`src/include/psw_pkg.sv`:
```
// package for the program space data window bridge
package psw_pkg;
  localparam int DATA_AW = 16;
  localparam int PAGE_W = 8;
  localparam int LOW_W = 15;
  localparam int PROG_AW = PAGE_W + LOW_W;
  localparam int PWORD_W = 24;
  localparam int DWORD_W = 16;
  localparam int WIN_BIT = 15;
  localparam logic [DATA_AW-1:0] WIN_BASE = 16'h8000;
  localparam logic [1:0] STALL_NONE = 2'h0;
  localparam logic [1:0] STALL_ONE = 2'h1;
  localparam logic [1:0] STALL_TWO = 2'h2;
  // register map (byte addresses)
  localparam logic [3:0] REG_PAGE = 4'h0;
  localparam logic [3:0] REG_CTRL = 4'h4;
  localparam logic [3:0] REG_STAT = 4'h8;
  localparam logic [7:0] PAGE_RST = 8'h00;
  localparam int CTRL_EN_BIT = 2;
  localparam logic [1:0] RESP_OK = 2'h0;
  localparam logic [1:0] RESP_SLVERR = 2'h2;

  typedef enum logic [1:0] {
    REP_NONE,
    REP_EDGE,
    REP_MID
  } psw_rep_t;

  typedef struct packed {
    logic               valid;
    logic [DATA_AW-1:0] addr;
    logic               wordMove;
    psw_rep_t           repPhase;
  } psw_req_t;
endpackage

```
`src/hdl/psw_bridge.sv`:
```
// program space data window bridge with axi4-lite registers
//
// The implementer's own choices: the AXI4-Lite interface to the registers and the placing of the registers.
`timescale 1ns/1ps
module psw_bridge
  import psw_pkg::*;
(
  // clock and reset
  input  wire logic                 core_clk,
  input  wire logic                 rst,
  // core data read request
  input  wire psw_req_t             coreReq,
  input  wire logic                 tableBusy,
  output logic                      toProgram,
  output logic                      toData,
  output logic [1:0]                extraCycles,
  output logic [DATA_AW-1:0]        readData,
  output logic                      readValid,
  // program memory fetch
  output logic                      progReq,
  output logic [PROG_AW-1:0]        progAddr,
  input  wire logic [PWORD_W-1:0]   progData,
  input  wire logic                 progValid,
  // axi4-lite slave
  input  wire logic [3:0]           s_axi_awaddr,
  input  wire logic                 s_axi_awvalid,
  output logic                      s_axi_awready,
  input  wire logic [31:0]          s_axi_wdata,
  input  wire logic [3:0]           s_axi_wstrb,
  input  wire logic                 s_axi_wvalid,
  output logic                      s_axi_wready,
  output logic [1:0]                s_axi_bresp,
  output logic                      s_axi_bvalid,
  input  wire logic                 s_axi_bready,
  input  wire logic [3:0]           s_axi_araddr,
  input  wire logic                 s_axi_arvalid,
  output logic                      s_axi_arready,
  output logic [31:0]               s_axi_rdata,
  output logic [1:0]                s_axi_rresp,
  output logic                      s_axi_rvalid,
  input  wire logic                 s_axi_rready
);

  logic [PAGE_W-1:0] programPageSelect;
  logic              windowEnable;
  logic              hit;
  logic              busy;
  logic [31:0]       hitCount;
  logic              awHeld;
  logic              wHeld;
  logic [3:0]        awAddr;
  logic [31:0]       wData;
  logic [3:0]        wStrb;

  // refuse package widths the address and data paths cannot serve
  if (PROG_AW != PAGE_W + LOW_W || WIN_BIT != LOW_W) begin : g_bad_addr
    $error("window address widths do not tile");
  end
  if (DWORD_W > PWORD_W || DWORD_W != DATA_AW) begin : g_bad_data
    $error("returned data width does not fit");
  end

  // window decode, suspended under table ops
  always_comb begin
    hit = coreReq.valid && coreReq.addr[WIN_BIT] && windowEnable
          && !tableBusy;
  end

  assign toProgram = hit;
  assign toData = coreReq.valid && !hit;

  // stall accounting
  always_comb begin
    extraCycles = STALL_NONE;
    if (hit) begin
      case (coreReq.repPhase)
        REP_NONE: extraCycles = coreReq.wordMove ? STALL_ONE
                                                 : STALL_TWO;
        REP_EDGE: extraCycles = STALL_TWO;
        REP_MID:  extraCycles = STALL_NONE;
        default:  extraCycles = STALL_NONE;
      endcase
    end
  end

  // fetch launch; one outstanding fetch at a time
  always_ff @(posedge core_clk) begin
    if (rst) begin
      progReq  <= 1'b0;
      progAddr <= '0;
      busy     <= 1'b0;
    end else if (!busy && hit) begin
      progReq  <= 1'b1;
      progAddr <= {programPageSelect, coreReq.addr[LOW_W-1:0]};
      busy     <= 1'b1;
    end else begin
      progReq <= 1'b0;
      if (progValid) begin
        busy <= 1'b0;
      end
    end
  end

  // returned word: upper byte dropped
  always_ff @(posedge core_clk) begin
    if (rst) begin
      readData  <= '0;
      readValid <= 1'b0;
    end else begin
      readValid <= busy && progValid;
      if (busy && progValid) begin
        readData <= progData[DWORD_W-1:0];
      end
    end
  end

  // status: count of window reads served
  always_ff @(posedge core_clk) begin
    if (rst) begin
      hitCount <= '0;
    end else if (busy && progValid) begin
      hitCount <= hitCount + 32'h1;
    end
  end

  // write channel capture, either order
  assign s_axi_awready = !awHeld && !s_axi_bvalid;
  assign s_axi_wready  = !wHeld && !s_axi_bvalid;

  always_ff @(posedge core_clk) begin
    if (rst) begin
      awHeld <= 1'b0;
      awAddr <= '0;
    end else if (s_axi_awvalid && s_axi_awready) begin
      awHeld <= 1'b1;
      awAddr <= s_axi_awaddr;
    end else if (awHeld && wHeld) begin
      awHeld <= 1'b0;
    end
  end

  always_ff @(posedge core_clk) begin
    if (rst) begin
      wHeld <= 1'b0;
      wData <= '0;
      wStrb <= '0;
    end else if (s_axi_wvalid && s_axi_wready) begin
      wHeld <= 1'b1;
      wData <= s_axi_wdata;
      wStrb <= s_axi_wstrb;
    end else if (awHeld && wHeld) begin
      wHeld <= 1'b0;
    end
  end

  // register update and write response
  always_ff @(posedge core_clk) begin
    if (rst) begin
      programPageSelect <= PAGE_RST;
      windowEnable      <= 1'b0;
      s_axi_bvalid      <= 1'b0;
      s_axi_bresp       <= RESP_OK;
    end else if (awHeld && wHeld) begin
      s_axi_bvalid <= 1'b1;
      s_axi_bresp  <= RESP_OK;
      if (awAddr == REG_PAGE) begin
        if (wStrb[0]) begin
          programPageSelect <= wData[PAGE_W-1:0];
        end
      end else if (awAddr == REG_CTRL) begin
        if (wStrb[0]) begin
          windowEnable <= wData[CTRL_EN_BIT];
        end
      end else if (awAddr == REG_STAT) begin
        s_axi_bresp <= RESP_OK;
      end else begin
        s_axi_bresp <= RESP_SLVERR;
      end
    end else if (s_axi_bvalid && s_axi_bready) begin
      s_axi_bvalid <= 1'b0;
    end
  end

  // read channel
  assign s_axi_arready = !s_axi_rvalid;

  always_ff @(posedge core_clk) begin
    if (rst) begin
      s_axi_rvalid <= 1'b0;
      s_axi_rdata  <= '0;
      s_axi_rresp  <= RESP_OK;
    end else if (s_axi_arvalid && s_axi_arready) begin
      s_axi_rvalid <= 1'b1;
      s_axi_rresp  <= RESP_OK;
      if (s_axi_araddr == REG_PAGE) begin
        s_axi_rdata <= 32'(programPageSelect);
      end else if (s_axi_araddr == REG_CTRL) begin
        s_axi_rdata              <= '0;
        s_axi_rdata[CTRL_EN_BIT] <= windowEnable;
      end else if (s_axi_araddr == REG_STAT) begin
        s_axi_rdata <= hitCount;
      end else begin
        s_axi_rdata <= '0;
        s_axi_rresp <= RESP_SLVERR;
      end
    end else if (s_axi_rvalid && s_axi_rready) begin
      s_axi_rvalid <= 1'b0;
    end
  end

endmodule

```
`config.mk`:
```
export PLATFORM = sky130hd
export DESIGN_NAME = psw_bridge
export DESIGN_NICKNAME = d
export VERILOG_FILES = /design/src/include/psw_pkg.sv /design/src/hdl/psw_bridge.sv
export SDC_FILE = /design/constraint.sdc
export NUM_CORES = 1
export LEC_CHECK = 0
export ABC_AREA = 1
export BUFFER_PORTS_ARGS = -buffer_cell sky130_fd_sc_hd__buf_2
export CAP_MARGIN = 40
export CORE_ASPECT_RATIO = 0.75
export CORE_MARGIN = 2
export CORE_UTILIZATION = 34
export CTS_BUF_LIST = sky130_fd_sc_hd__clkbuf_4 sky130_fd_sc_hd__clkbuf_8
export CTS_CLUSTER_SIZE = 40
export DETAILED_ROUTE_END_ITERATION = 8
export SETUP_SLACK_MARGIN = 0.5
export SYNTH_ARGS = -nofsm -noshare
export SYNTH_HDL_FRONTEND = slang
export SYNTH_SLANG_ARGS = --single-unit
```
`constraint.sdc`:
```
create_clock -name core_clk -period 1.4 [get_ports core_clk]
set_input_delay 0.21 -clock core_clk [delete_from_list [all_inputs] [get_ports core_clk]]
set_output_delay 0.21 -clock core_clk [all_outputs]
set_load 0.02 [all_outputs]
```
After elaboration in Yosys (flattened, before gate mapping)
Cells that the tools add are included.
- bits of input ports: 97
- output and inout bits: 86
- flip-flop bits (word level): 136
- logic and storage cells: 78
- eq/ne operators: 5
- bitwise logic cells: 1
- multiplexer cells: 22
- add/subtract/negate cells: 1
- reduce and logical (&&, ||, !) cells: 31
- operators with widths (operator ; number):
    2-to-1 mux 32 bit ; 3
    adder 32 x 1 -> 32 bit, second input constant ; 1
    2-to-1 mux 2 bit ; 8
    logical AND 1 bit ; 14
    2-to-1 mux 1 bit ; 10
    nonzero test 2 bit ; 5
    equality test 4 x 3 -> 1 bit, second input constant ; 2
    equality test 4 bit, second input constant ; 2
    zero test 4 bit ; 2
    zero test 1 bit ; 7
    case mux 2 bit (2 select lines) ; 1
    AND reduction 4 bit ; 1
    AND reduction 3 bit ; 1
    equality test 2 x 1 -> 1 bit, second input constant ; 1
    zero test 2 bit ; 1
    inverter 1 bit ; 1

Depth between registers and ports, before layout
- word-level depth: 5
- depth in mapped cells: 9
- gate-level depth less buffers: 9

Worst setup path after synthesis
Ideal clock, no wire load.
- kind: register to register
- start: register s_axi_rvalid
- end: register s_axi_rdata[0]
- data required time: 1.284 ns
- period minus slack after synthesis: 1.439 ns
- library setup time: 0.116 ns
- buffers on the path: 1
- stages on the path, launching flop included: 9
- arrival time: 1.323 ns
- path slack: -0.039 ns
- cell sequence: dfxtp_1 > inv_1 > nand2_1 > clkinv_1 > buf_2 > nor2_1 > nor2_1 > o21ai_0 > inv_1
- cells in the longest elaborated chain, start to end: 2
- RTL lines (what ; RTL line ; RTL):
    from (decl) ; psw_bridge.sv:40 ; output logic s_axi_rvalid,
    from (signal assigned) ; psw_bridge.sv:189 ; s_axi_rvalid <= 1'b0;
    from (signal assigned) ; psw_bridge.sv:193 ; s_axi_rvalid <= 1'b1;
    from (signal assigned) ; psw_bridge.sv:207 ; s_axi_rvalid <= 1'b0;
    zero test 1 bit ; psw_bridge.sv:185 ; assign s_axi_arready = !s_axi_rvalid;
    via s_axi_arready ; psw_bridge.sv:37 ; output logic s_axi_arready,
    logical AND 1 bit ; psw_bridge.sv:192 ; end else if (s_axi_arvalid && s_axi_arready) begin
    to (signal assigned) ; psw_bridge.sv:196 ; s_axi_rdata <= 32'(programPageSelect);
    to (signal, indexed assignment) ; psw_bridge.sv:199 ; s_axi_rdata[CTRL_EN_BIT] <= windowEnable;
    to (signal assigned) ; psw_bridge.sv:201 ; s_axi_rdata <= hitCount;
    to (decl) ; psw_bridge.sv:38 ; output logic [31:0] s_axi_rdata,
The timed path passes the listed nets, and every way through them passes these cells.
A chain may end at the register's enable or synchronous reset.

Final worst setup path
- start: register windowEnable
- end: output port extraCycles[1]
- cells in the longest elaborated chain, start to end: 3
- RTL lines (what ; RTL line ; RTL):
    from (decl) ; psw_bridge.sv:45 ; logic windowEnable;
    from (signal assigned) ; psw_bridge.sv:172 ; windowEnable <= wData[CTRL_EN_BIT];
    logical AND 1 bit ; psw_bridge.sv:65 ; hit = coreReq.valid && coreReq.addr[WIN_BIT] && windowEnable
    logical AND 1 bit ; psw_bridge.sv:66 ; && !tableBusy;
    2-to-1 mux 2 bit ; psw_bridge.sv:75 ; if (hit) begin
    to (decl) ; psw_bridge.sv:16 ; output logic [1:0] extraCycles,
Every way passes these cells.

==> reports/qor.yml <==
grt_pass1_vias: 5955
ios: 183
violations: "negative setup slack"
critPathArrivalTime_ns: 1.48
fin_hold_ws_ns: 0.0225
mostFrequentLayoutCell: "buf_6"
yosysSeqAreaShare_pct: 49.1
power.total_mw: 8.77
synth.distinct_cells: 28
fin_crit_sh_pct: 121
start_util_pct: 34.4
insertion_delay_ns: 0.47
final_area_um2: 10900
setup_ws_ns: -0.289
rows: 40
synth_area_leader_cell: "dfxtp_1"
grt_pass1_wl_um: 29800
rsz0062_at_grt: "yes"
vdd_ir_drop_max_uv: 648
cts.sinks: 134
synth_xor_area_share_pct: 0.321
layout_common_cells: "buf_6 (119), nand2_1 (87), dfxtp_2 (83)"
cp_data_required_time_ns: 1.19
slew_viol_final: 0
synthTopCellsByArea: "dfxtp_1 (49%), nand2_1 (10%), nor2_1 (9.3%)"
finalSetupViolCount: 16
postSynthAreaPerCell_um2: 7.05
end_kind: "primary output"
wl_per_cell_um: 16.5
ys_ff_latch: 134
dp_hpwl_um: 10500
diodes: 0
die_y_um: 114
power_density_nw_per_um2: 804
layout.nets: 1186
totalWireLength_um: 21600
syn_area_um2: 5460
coreArea_um2: 15900
areaGrowthSynthToFinish_pct: 100
yosys.area_share.simple_pct: 25.9
dp.cells: 1122
synthAdderAreaFrac_pct: 0.229
fin_skew_ns: 0.0168
synthMuxAreaShare_pct: 0
status: "complete, but fails checks"
vias: 6532
place_ws_ns: -0.0168
first_pass_iters: 5
instances_no_fill: 1311
fmax_ghz: 0.592
grtUsageTotal_pct: 22.3
cts_tree: "built"
filler_cell_count: 1166
cellLeakagePower_nw: 4.67
avgViaCountPerCell: 4.98
postPlaceCellArea_um2: 6900
path_max_fanout: 3
drv_cap: 0
grt_max_degree: 34
fp.dieW_um: 150
htree_levels: 4
synth_top_cell_area_share_pct: 49.1
critPathLaunchType: "flop"
drive_above_1_share_pct: 62.8
die_area_um2: 17100
port_buffers: 145
synth_compound_area_share_pct: 15.7
synth_cells: 775
hp-class: "in -> reg"
hold_violations: 0
critPathKind: "reg -> out"
cts_root_buf: "clkbuf_8"
cts_inserted_buffers: 17
clk_pin_slew_worst_paths_ns: 0.08
antenna_found_initial: 1
cts_max_path_buffers: 2
synth_top_family_by_area: "simple AND/OR/NAND/NOR gates"
grt_overflow: 0
gp_congestion: 0.818
drtIter0Drc: 428
ant_nets: 0
drcViolationCount: 0
ys_warn_count: 0
period_needed_ns: 1.69
==> through the flow <==
stage	TNS, ns	util, %
floorplan	0	-
global placement	-0.0207	43.5
detailed placement	-0.0286	43.5
CTS	-0.700	61.7
global route	-2.82	68.8
finish	-1.33	68.8
==> worst max-delay path, cell delays in order (launching register included) <==
cell,delay (ns)
dfxtp_2,0.38
nand3_4,0.10
or2_4,0.29
a21oi_4,0.12
buf_6,0.13
==> cells by family (layout without fill, tap and decap cells) <==
| kind of cell | count (synthesis) | after routing |
|---|---|---|
| flip-flops | 134 | 134 |
| buffers and inverters | 122 | 446 |
| other | 1 | 2 |
| adder cells (fa/ha/maj) | 1 | 1 |
| XOR/XNOR | 2 | 2 |
| AND/OR/NAND/NOR | 347 | 348 |
| AO/OA/AOI/OAI | 168 | 168 |
==> synthesized netlist by cell type (all sizes together) <==
cell    instances
nand2         147
nor2          144
dfxtp         134
o21ai          99
inv            87
a21oi          60
nand3          41
clkbuf         18
buf            15
nand4           8
o22ai           6
nor3            5
clkinv          2
a211oi          1
a31oi           1
and3            1
conb            1
ha              1
o21a            1
or2             1
xnor2           1
xor2            1
==> cell type report <==
type	instances	area [um^2]	area share (%)
timing repair buffer	315	3040	27.8
timing repair inverter	10	174	1.59
multi-input combinational	521	3760	34.5
tap	210	263	2.41
clock inverter	11	124	1.13
inverter	89	430	3.94
sequential	134	2840	26.0
clock buffer	21	283	2.59
==> report_power, final <==
part | leakage (nW) | switching, mW | internal (mW)
sequential | 1.14 | 0.115 | 3.92
clock | 0.202 | 1.64 | 1.74
combinational | 3.33 | 0.716 | 0.642
total | 4.67 | 2.47 | 6.30
==> worst paths after layout <==
check / from / to / slack, ns / cells past startpoint
setup / recovery: windowEnable / extraCycles[1] / -0.29 / 4
hold reg to reg: readData[6] / readData[6] / 0.47 / 2
setup reg to reg: hitCount[1] / hitCount[16] / -0.12 / 8
hold / removal: s_axi_awaddr[3] / awAddr[3] / 0.02 / 3
==> timing repair <==
item,in CTS,in global routing
resized for setup,502,156
endpoints found under the hold margin,42,1
pin swaps,85,60
hold buffers,42,1
endpoints found under the setup margin,215,218
gates cloned,12,4
buffers inserted,43,55
==> per-layer routing <==
| metal | part of all wire [%] | global-route usage (%) |
|---|---|---|
| met1 | 43 | 29.6 |
| met4 | 1.8 | 6.60 |
| met2 | 48 | 35.3 |
| met5 | 0 | 0 |
| met3 | 6.6 | 6.12 |
==> flip-flops by register name, summed over array words and instances, names as in the netlist, 4 cells and up <==
signal and count:
s_axi_rdata 32, readData 16, hitCount 32, awAddr 4
progAddr 23, programPageSelect 8, wData 8
No activity file was read; power rests on OpenSTA's default activity.
